--- config.mk ---
export PLATFORM = sky130hd
export DESIGN_NAME = ist_scan_timing
export DESIGN_NICKNAME = d
export VERILOG_FILES = /design/src/ist_pkg.sv /design/src/ist_delay_line.sv /design/src/ist_scan_timing.sv /design/src/ist_sync2.sv
export SDC_FILE = /design/constraint.sdc
export NUM_CORES = 1
export LEC_CHECK = 0
export BUFFER_PORTS_ARGS = -buffer_cell sky130_fd_sc_hd__buf_2
export CAP_MARGIN = 10
export CORE_ASPECT_RATIO = 1.5
export CORE_MARGIN = 2
export CORE_UTILIZATION = 35
export DETAILED_ROUTE_END_ITERATION = 8
export SLEW_MARGIN = 20
export SYNTH_ARGS = -nofsm -noshare
export SYNTH_HDL_FRONTEND = slang
export SYNTH_SLANG_ARGS = --single-unit
export TNS_END_PERCENT = 1
--- constraint.sdc ---
create_clock -name clk -period 3.7 [get_ports clk]
set_input_delay 0.555 -clock clk [delete_from_list [all_inputs] [get_ports clk]]
set_output_delay 0.555 -clock clk [all_outputs]
set_load 0.02 [all_outputs]
--- src/ist_pkg.sv ---
/*
 * Constants and types shared by the imager scan timing block.
 * Assumes a single clock domain; every count is in clock cycles or events.
 */
package ist_pkg;

    ////////////////////////////////////////////////////////////////////////
    // Clock division
    localparam int unsigned IST_SYNC_DIV       = 16;
    localparam int unsigned IST_SYNC_DIV_W     = $clog2(IST_SYNC_DIV);
    localparam int unsigned IST_SEQ_SLOTS      = 7;
    localparam logic [6:0]  IST_SEQ_FIRST      = 7'h01;
    localparam logic [6:0]  IST_SEQ_RST        = 7'h00;

    ////////////////////////////////////////////////////////////////////////
    // Sample and delay stages, counted in element periods
    localparam int unsigned IST_HDATA_DELAY    = 4;
    localparam int unsigned IST_VDATA_DELAY    = 4;
    localparam int unsigned IST_ROWLOAD_DELAY  = 4;

    ////////////////////////////////////////////////////////////////////////
    // Line and field counting
    localparam int unsigned IST_FIELD_IDX_W    = 4;
    localparam int unsigned IST_LINES_PER_FLD  = 262;
    localparam int unsigned IST_LINE_CNT_W     = 9;
    localparam int unsigned IST_VEN_LINES      = 242;
    localparam logic [8:0]  IST_LINE_CNT_RST   = 9'h000;

    ////////////////////////////////////////////////////////////////////////
    // Modes and states
    typedef enum logic {
        IST_PRE_INJECT_READOUT,
        IST_NONDESTRUCTIVE_READOUT
    } ist_readout_t;

    typedef enum logic [1:0] {
        IST_INJ_IDLE,
        IST_INJ_ARMED,
        IST_INJ_FIRE
    } ist_inject_t;

endpackage

--- src/ist_delay_line.sv ---
/*
 * Sample-and-delay stage: shifts a bit one place per advance strobe.
 * Assumes advance is a one-cycle strobe from logic on the same clock.
 */
module ist_delay_line
    import ist_pkg::*;
#(
    parameter int unsigned DEPTH = 4
) (
    input  wire logic clk,
    input  wire logic srst,
    input  wire logic advance,
    input  wire logic dataIn,
    output logic      dataOut
);

    logic [DEPTH-1:0] taps_q;

    always_ff @(posedge clk) begin
        if (srst) begin
            taps_q <= '0;
        end else if (advance) begin
            taps_q <= {taps_q[DEPTH-2:0], dataIn};
        end
    end

    assign dataOut = taps_q[DEPTH-1];

endmodule // ist_delay_line

--- src/ist_scan_timing.sv ---
/*
 * Scan timing generator for a charge-injection imager camera: element-rate
 * sequencer, horizontal phases, sample pulse, gates, sync generator clock,
 * and line/field processing of the external sync generator outputs.
 * Assumes clk is the master clock; every sync generator output and every
 * mode pin is asynchronous and passes a two-stage synchroniser.
 */
// Notes on behaviour
// - Master clock divided by sixteen for sync generator
// - Half-rate clock steps a seven-slot sequencer
// - One-hot slots, one half-rate period each
// - End of seventh slot returns sequencer
// - Seventh slot toggles horizontal phase pair
// - Inverted sixth slot is sample pulse
// - Sync wave: sample rise to end of slot one
// - High-frequency gate at seventh-slot rate
// - Horizontal data from sampled delayed burst flag
// - Vertical data from sampled delayed field index
// - Vertical phase from divided gated horizontal drive
// - Vertical enable: field counter gated, mode mux
// - Row-load gate from delayed inverted line pulse
// - Horizontal reset from inverted drive edge
// - Interlace mode resets sync generator every field
// - Interlace video gate blanks alternate lines
// - Level switch triggers injection in nondestructive mode
// - Row-load gate depends on readout mode
module ist_scan_timing
    import ist_pkg::*;
#(
    parameter int unsigned FIELD_IDX_W   = IST_FIELD_IDX_W,
    parameter int unsigned LINES_PER_FLD = IST_LINES_PER_FLD,
    parameter int unsigned VEN_LINES     = IST_VEN_LINES
) (
    input  wire logic                   clk,
    input  wire logic                   srst,
    input  wire logic                   hDrivePin,
    input  wire logic                   burstFlagPin,
    input  wire logic [FIELD_IDX_W-1:0] fieldIndexPin,
    input  wire logic                   lineNegPin,
    input  wire logic                   levelSwitchPin,
    input  wire logic                   ndroSelectPin,
    input  wire logic                   interlaceSelectPin,
    output logic                        syncGenClk,
    output logic [IST_SEQ_SLOTS-1:0]    seqSlot,
    output logic                        hPhaseA,
    output logic                        hPhaseB,
    output logic                        samplePulse,
    output logic                        syncClkWave,
    output logic                        hfGate,
    output logic                        hData,
    output logic                        vData,
    output logic                        vPhase,
    output logic                        vEnable,
    output logic                        rowLoadGate,
    output logic                        hReset,
    output logic                        syncGenReset,
    output logic                        videoGate,
    output logic                        injectCharge
);

    localparam int unsigned NPIN = FIELD_IDX_W + 6;

    ////////////////////////////////////////////////////////////////////////
    // Pin synchronisers

    logic [NPIN-1:0]        pinSync;
    logic                   hDriveS;
    logic                   burstFlagS;
    logic [FIELD_IDX_W-1:0] fieldIndexS;
    logic                   lineNegS;
    logic                   levelSwS;
    logic                   ndroSelS;
    logic                   interlaceS;

    ist_sync2 #(
        .W (NPIN)
    ) u_pin_sync (
        .clk     (clk),
        .srst    (srst),
        .pinIn   ({interlaceSelectPin, ndroSelectPin, levelSwitchPin,
                   lineNegPin, fieldIndexPin, burstFlagPin, hDrivePin}),
        .syncOut (pinSync)
    );

    assign hDriveS     = pinSync[0];
    assign burstFlagS  = pinSync[1];
    assign fieldIndexS = pinSync[FIELD_IDX_W+1:2];
    assign lineNegS    = pinSync[FIELD_IDX_W+2];
    assign levelSwS    = pinSync[FIELD_IDX_W+3];
    assign ndroSelS    = pinSync[FIELD_IDX_W+4];
    assign interlaceS  = pinSync[FIELD_IDX_W+5];

    ist_readout_t readoutMode;
    assign readoutMode = ndroSelS ? IST_NONDESTRUCTIVE_READOUT
                                  : IST_PRE_INJECT_READOUT;

    ////////////////////////////////////////////////////////////////////////
    // Master clock division

    logic                      divA_q;
    logic [IST_SYNC_DIV_W-2:0] divB_q;
    logic                      halfTick;

    always_ff @(posedge clk) begin
        if (srst) begin
            divA_q <= 1'b0;
            divB_q <= '0;
        end else begin
            divA_q <= ~divA_q;
            if (divA_q) begin
                divB_q <= divB_q + 1'b1;
            end
        end
    end

    always_ff @(posedge clk) begin
        if (srst) begin
            syncGenClk <= 1'b0;
        end else begin
            syncGenClk <= (divA_q && (&divB_q[IST_SYNC_DIV_W-3:0]))
                          ? ~divB_q[IST_SYNC_DIV_W-2]
                          : divB_q[IST_SYNC_DIV_W-2];
        end
    end

    assign halfTick = divA_q;

    ////////////////////////////////////////////////////////////////////////
    // Seven-slot sequencer

    logic [IST_SEQ_SLOTS-1:0] seq_q;
    logic                     seqEnd;

    assign seqEnd = halfTick && seq_q[IST_SEQ_SLOTS-1];

    always_ff @(posedge clk) begin
        if (srst) begin
            seq_q <= IST_SEQ_RST;
        end else if (halfTick) begin
            if (seqEnd || (seq_q == IST_SEQ_RST)) begin
                seq_q <= IST_SEQ_FIRST;
            end else begin
                seq_q <= {seq_q[IST_SEQ_SLOTS-2:0], 1'b0};
            end
        end
    end

    assign seqSlot = seq_q;

    ////////////////////////////////////////////////////////////////////////
    // Element-rate pulses

    always_ff @(posedge clk) begin
        if (srst) begin
            hPhaseA <= 1'b0;
            hPhaseB <= 1'b1;
        end else if (seqEnd) begin
            hPhaseA <= ~hPhaseA;
            hPhaseB <= hPhaseA;
        end
    end

    always_ff @(posedge clk) begin
        if (srst) begin
            samplePulse <= 1'b1;
        end else begin
            samplePulse <= ~seq_q[5];
        end
    end

    logic sampleLast_q;

    always_ff @(posedge clk) begin
        if (srst) begin
            sampleLast_q <= 1'b1;
        end else begin
            sampleLast_q <= samplePulse;
        end
    end

    // start at sample rise, stop at end of slot one
    always_ff @(posedge clk) begin
        if (srst) begin
            syncClkWave <= 1'b0;
        end else if (samplePulse && !sampleLast_q) begin
            syncClkWave <= 1'b1;
        end else if (seq_q[0] && halfTick) begin
            syncClkWave <= 1'b0;
        end
    end

    always_ff @(posedge clk) begin
        if (srst) begin
            hfGate <= 1'b0;
        end else begin
            hfGate <= seq_q[6] | seq_q[0] | seq_q[1];
        end
    end

    ////////////////////////////////////////////////////////////////////////
    // Horizontal reset and drive division

    logic hDriveLast_q;
    logic hEdge;

    always_ff @(posedge clk) begin
        if (srst) begin
            hDriveLast_q <= 1'b0;
        end else begin
            hDriveLast_q <= hDriveS;
        end
    end

    assign hEdge = hDriveLast_q && !hDriveS;

    always_ff @(posedge clk) begin
        if (srst) begin
            hReset <= 1'b0;
        end else begin
            hReset <= hEdge;
        end
    end

    logic hDiv_q;

    always_ff @(posedge clk) begin
        if (srst) begin
            hDiv_q <= 1'b0;
            vPhase <= 1'b0;
        end else begin
            if (hEdge) begin
                hDiv_q <= ~hDiv_q;
            end
            vPhase <= (hDiv_q ^ hEdge) && !hDriveS;
        end
    end

    ////////////////////////////////////////////////////////////////////////
    // Sampled and delayed data pulses

    logic hDataRaw;
    logic vDataRaw;
    logic rowLoadRaw;

    ist_delay_line #(
        .DEPTH (IST_HDATA_DELAY)
    ) u_hdata_dly (
        .clk     (clk),
        .srst    (srst),
        .advance (seqEnd),
        .dataIn  (burstFlagS),
        .dataOut (hDataRaw)
    );

    ist_delay_line #(
        .DEPTH (IST_VDATA_DELAY)
    ) u_vdata_dly (
        .clk     (clk),
        .srst    (srst),
        .advance (seqEnd),
        .dataIn  (|fieldIndexS),
        .dataOut (vDataRaw)
    );

    ist_delay_line #(
        .DEPTH (IST_ROWLOAD_DELAY)
    ) u_rowload_dly (
        .clk     (clk),
        .srst    (srst),
        .advance (seqEnd),
        .dataIn  (lineNegS),
        .dataOut (rowLoadRaw)
    );

    always_ff @(posedge clk) begin
        if (srst) begin
            hData <= 1'b0;
            vData <= 1'b0;
        end else begin
            hData <= hDataRaw;
            vData <= vDataRaw;
        end
    end

    logic vDataLast_q;
    logic fieldStart;

    always_ff @(posedge clk) begin
        if (srst) begin
            vDataLast_q <= 1'b0;
        end else begin
            vDataLast_q <= vData;
        end
    end

    assign fieldStart = vData && !vDataLast_q;

    ////////////////////////////////////////////////////////////////////////
    // Charge injection control

    ist_inject_t inj_q;
    logic        levelLast_q;
    logic        levelRise;

    always_ff @(posedge clk) begin
        if (srst) begin
            levelLast_q <= 1'b0;
        end else begin
            levelLast_q <= levelSwS;
        end
    end

    assign levelRise = levelSwS && !levelLast_q;

    // arm on level switch, fire for one line at field start
    always_ff @(posedge clk) begin
        if (srst) begin
            inj_q <= IST_INJ_IDLE;
        end else begin
            case (inj_q)
                IST_INJ_IDLE: begin
                    if (readoutMode == IST_NONDESTRUCTIVE_READOUT
                        && levelRise) begin
                        inj_q <= IST_INJ_ARMED;
                    end
                end
                IST_INJ_ARMED: begin
                    if (readoutMode != IST_NONDESTRUCTIVE_READOUT) begin
                        inj_q <= IST_INJ_IDLE;
                    end else if (fieldStart) begin
                        inj_q <= IST_INJ_FIRE;
                    end
                end
                IST_INJ_FIRE: begin
                    if (hReset) begin
                        inj_q <= IST_INJ_IDLE;
                    end
                end
                default: begin
                    inj_q <= IST_INJ_IDLE;
                end
            endcase
        end
    end

    always_ff @(posedge clk) begin
        if (srst) begin
            injectCharge <= 1'b0;
        end else begin
            injectCharge <= (inj_q == IST_INJ_FIRE);
        end
    end

    ////////////////////////////////////////////////////////////////////////
    // Row-load gate and vertical enable

    // every line in pre-inject, only injecting lines otherwise
    always_ff @(posedge clk) begin
        if (srst) begin
            rowLoadGate <= 1'b0;
        end else if (readoutMode == IST_PRE_INJECT_READOUT) begin
            rowLoadGate <= rowLoadRaw;
        end else begin
            rowLoadGate <= rowLoadRaw && (inj_q == IST_INJ_FIRE);
        end
    end

    logic [IST_LINE_CNT_W-1:0] fieldLine_q;
    logic                      venSelect;

    always_ff @(posedge clk) begin
        if (srst) begin
            fieldLine_q <= IST_LINE_CNT_RST;
        end else if (fieldStart) begin
            fieldLine_q <= IST_LINE_CNT_RST;
        end else if (hReset && fieldLine_q < IST_LINE_CNT_W'(VEN_LINES)) begin
            fieldLine_q <= fieldLine_q + 1'b1;
        end
    end

    assign venSelect = (readoutMode == IST_PRE_INJECT_READOUT)
                       ? (vPhase && !hDriveS)
                       : (rowLoadGate && !hDriveS);

    always_ff @(posedge clk) begin
        if (srst) begin
            vEnable <= 1'b0;
        end else begin
            vEnable <= venSelect
                       && (fieldLine_q < IST_LINE_CNT_W'(VEN_LINES));
        end
    end

    ////////////////////////////////////////////////////////////////////////
    // Synthetic interlace

    logic [IST_LINE_CNT_W-1:0] line_q;
    logic                      fieldTwo_q;
    logic                      lastLine;

    assign lastLine = (line_q == IST_LINE_CNT_W'(LINES_PER_FLD - 1));

    always_ff @(posedge clk) begin
        if (srst) begin
            line_q       <= IST_LINE_CNT_RST;
            fieldTwo_q   <= 1'b0;
            syncGenReset <= 1'b0;
        end else if (!interlaceS) begin
            line_q       <= IST_LINE_CNT_RST;
            fieldTwo_q   <= 1'b0;
            syncGenReset <= 1'b0;
        end else begin
            syncGenReset <= hReset && lastLine;
            if (hReset) begin
                if (lastLine) begin
                    line_q     <= IST_LINE_CNT_RST;
                    fieldTwo_q <= ~fieldTwo_q;
                end else begin
                    line_q <= line_q + 1'b1;
                end
            end
        end
    end

    // blank even lines in field one, odd in field two
    always_ff @(posedge clk) begin
        if (srst) begin
            videoGate <= 1'b1;
        end else if (!interlaceS) begin
            videoGate <= 1'b1;
        end else begin
            videoGate <= fieldTwo_q ? !line_q[0] : line_q[0];
        end
    end

endmodule // ist_scan_timing

--- src/ist_sync2.sv ---
/*
 * Two-stage synchroniser for a group of pin inputs.
 * Assumes the pins are asynchronous to clk; only the second stage is read.
 */
module ist_sync2
    import ist_pkg::*;
#(
    parameter int unsigned W = 1
) (
    input  wire logic         clk,
    input  wire logic         srst,
    input  wire logic [W-1:0] pinIn,
    output logic      [W-1:0] syncOut
);

    logic [W-1:0] stage1_q;

    always_ff @(posedge clk) begin
        if (srst) begin
            stage1_q <= '0;
            syncOut  <= '0;
        end else begin
            stage1_q <= pinIn;
            syncOut  <= stage1_q;
        end
    end

endmodule // ist_sync2

==> impl_metrics.csv <==
group,metric,value,unit
clock_network,htreeDepth,3,
status,status,"finished clean",
timing,finClkSkew,0.00691,ns
floorplan,row_count,41,
clock_network,post_cts_buffers,0,
grt,grt_use_met2,0.210,
synthesis,syn_avg_cell_area,9.65,µm²
critical_path,crit_fanout,11,
grt,globalRouteMet3Util,0.0307,
timing,grt_setup_unrepaired,"no",
final_layout,fill_cells,835,
floorplan,core_area,8360,µm²
timing,holdWs,0.421,ns
synthesis,async_reset_ff_frac,0,
timing,max_freq,587,MHz
synthesis,syn_area,2980,µm²
final_layout,layout.nets,356,
timing,setup_viol,0,
clock_network,cts-hold-fix-buffers,0,
route,ant_nets,0,
floorplan,die_x,79.4,µm
timing,period_minus_slack,1.70,ns
placed_design,routabilityCongestion,0.698,
floorplan,dieHeight,117,µm
final_layout,final_common_cell,"dfxtp_1",
critical_path,cpMaxStageDelayCell,"dfxtp_1",
route,drt_iter0_drc,103,
timing,maxSlewViolCount,0,
grt,grt.busiest_layer,"met2",
floorplan,fp.dieArea,9290,µm²
synthesis,post_synth_num_cell_types,41,
flow_run,cap_violations,0,
clock_network,clkSinkCount,84,
clock_network,clock-root-buffer,"clkbuf_16",
final_layout,utilization,0.423,
synthesis,syn-num-nets,325,
critical_path,crit_chain,"buf_2",
placed_design,port_buffers,33,
critical_path,end_kind,"output port",
clock_network,cts.path.max_buffers,2,
grt,grt_max_degree,64,
clock_network,post_cts_resized,0,
final_layout,area_delta_synth_final,18.7,%
grt,grt_pass1_wl,8830,µm
synthesis,ys.flop_type,"dfxtp_1",
power,p_per_area,538,nW/µm²
timing,tns,0,ns
placed_design,placed_area,3230,µm²
final_layout,final_cell_mix,"84 x dfxtp_1, 37 x nand2_1, 33 x nor2b_1, 33 x buf_2, 29 x nor2_1",
grt,grt_util_all_layers,0.124,
grt,use_met1,0.136,
timing,worstMarginPinSlew,0.600,ns
timing,relSlewSlack,0.600,
critical_path,crit_arrival,1.15,ns
route,drt_pass1_iterations,4,
critical_path,required,3.14,ns
critical_path,crit_type,"reg2out",
clock_network,clk_pin_slew,0.07,ns
synthesis,yosysWarnings,0,
floorplan,io_pins,34,
route,wl_per_cell,11.4,µm
critical_path,cp_top_family,"flip-flops",
synthesis,synth_seq_cells,84,
grt,grt-ovfl-total,0,
final_layout,drive_above_1_share,0.159,
clock_network,clk_latency,0.34,ns
route,drc_errors,0,
min_path,hp-class,"in2reg",
route,wirelength,5140,µm
power,ir_drop,0.298,mV
power,leakage,1.36,nW
clock_network,cts_tree,"built",
synthesis,synth_edf_count,0,
final_layout,fin_area,3540,µm²
route,num_vias,2172,
critical_path,max_stage_delay,0.57,ns
grt,antenna_found_initial,0,
synthesis,synthCells,309,
clock_network,cts_buffers,9,
critical_path,crit_buf_inv,1,
route,via_per_inst,4.81,
placed_design,hpwl,3430,µm
grt,grt_pass1_vias,1988,
final_layout,antenna_cells,0,
timing,fin_crit_sh,0.461,
synthesis,yosysSeqAreaShare,0.564,
floorplan,initial_core_util,0.357,
critical_path,start_kind,"flop",
timing,hold_viol,0,
power breakdown:
| group | internal (mW) | switching (mW) |
|---|---|---|
| clock | 0.534 | 0.383 |
| sequential | 0.922 | 0.0106 |
| combinational | 0.0232 | 0.0309 |
logic make-up (layout without fill, tap and decap cells):
kind of cell,after synthesis,after routing,synth area share
adder cells (fa/ha/maj),4,4,0.0168
XOR/XNOR,9,9,0.0264
AO/OA/AOI/OAI,47,47,0.104
AND/OR/NAND/NOR,141,141,0.247
multiplexers,5,5,0.0172
flip-flops,84,84,0.564
buffers and inverters,19,55,0.0256
per-layer routing:
metal | part of all wire | up-vias | routed length [µm]
li1 | - | 1120 | -
met1 | 0.44 | 1001 | 2250
met2 | 0.49 | 39 | 2520
met3 | 0.040 | 12 | 206
met4 | 0.032 | 0 | 163
met5 | 0 | - | 0
final timing paths:
| kind | slack (ns) | from | cells past startpoint | end |
|---|---|---|---|---|
| min reg2reg | 0.44 | u_pin_sync.syncOut[6]$_SDFF_PP0_ | 2 | u_rowload_dly.taps_q[0]$_SDFFE_PP0P_ |
| max | 2.00 | hReset$_SDFF_PP0_ | 1 | hReset |
| min | 0.42 | lineNegPin | 2 | u_pin_sync.stage1_q[6]$_SDFF_PP0_ |
| max reg2reg | 2.16 | line_q[0]$_SDFFE_PP0P_ | 4 | fieldTwo_q$_SDFFE_PP0P_ |
state kept, by name, summed over array words and instances, names as in the netlist, 2 cells and up:
register              cells
inj_q                     2
u_rowload_dly.taps_q      4
u_pin_sync.syncOut       10
u_hdata_dly.taps_q        4
line_q                    9
divB_q                    3
fieldLine_q               9
u_pin_sync.stage1_q      10
seqSlot                   7
u_vdata_dly.taps_q        4
synth_stat cells (2+ instances only):
master | number | area (µm²)
dfxtp_1 | 84 | 1680
nand2_1 | 37 | 139
nor2b_1 | 33 | 206
nor2_1 | 29 | 109
a21oi_1 | 22 | 110
clkbuf_1 | 7 | 26.3
or3_1 | 7 | 43.8
nor3_1 | 6 | 30.0
o21ai_0 | 6 | 30.0
and3_1 | 5 | 31.3
inv_1 | 5 | 18.8
nand4_1 | 5 | 31.3
xnor2_1 | 5 | 43.8
a211oi_1 | 4 | 30.0
a22oi_1 | 4 | 30.0
ha_1 | 4 | 50.1
mux2i_1 | 4 | 40.0
xor2_1 | 4 | 35.0
a41oi_1 | 3 | 26.3
buf_1 | 3 | 11.3
buf_2 | 3 | 15.0
nand2b_1 | 3 | 18.8
nor4_1 | 3 | 18.8
or4_1 | 3 | 22.5
and2_1 | 2 | 12.5
and4b_1 | 2 | 20.0
nand3_1 | 2 | 10.0
final cells by class:
class	instances	area (µm²)	share of cell area
Sequential cell	84	1680	0.475
Multi-Input combinational cell	206	1220	0.346
Clock buffer	9	225	0.0636
Timing Repair Buffer	34	173	0.0488
Tap cell	107	134	0.0378
Clock inverter	7	83.8	0.0237
Inverter	5	18.8	0.00530
metrics by stage:
step | instances | worst slack, ns | power, mW
floorplan | 309 | 2.23 | 0.991
global placement | 436 | 1.96 | 1.01
detailed placement | 436 | 1.89 | 1.01
CTS | 452 | 1.95 | 1.93
global route | 452 | 1.93 | 1.97
finish | 452 | 2.00 | 1.90
Power figures use the tool's default switching activity.
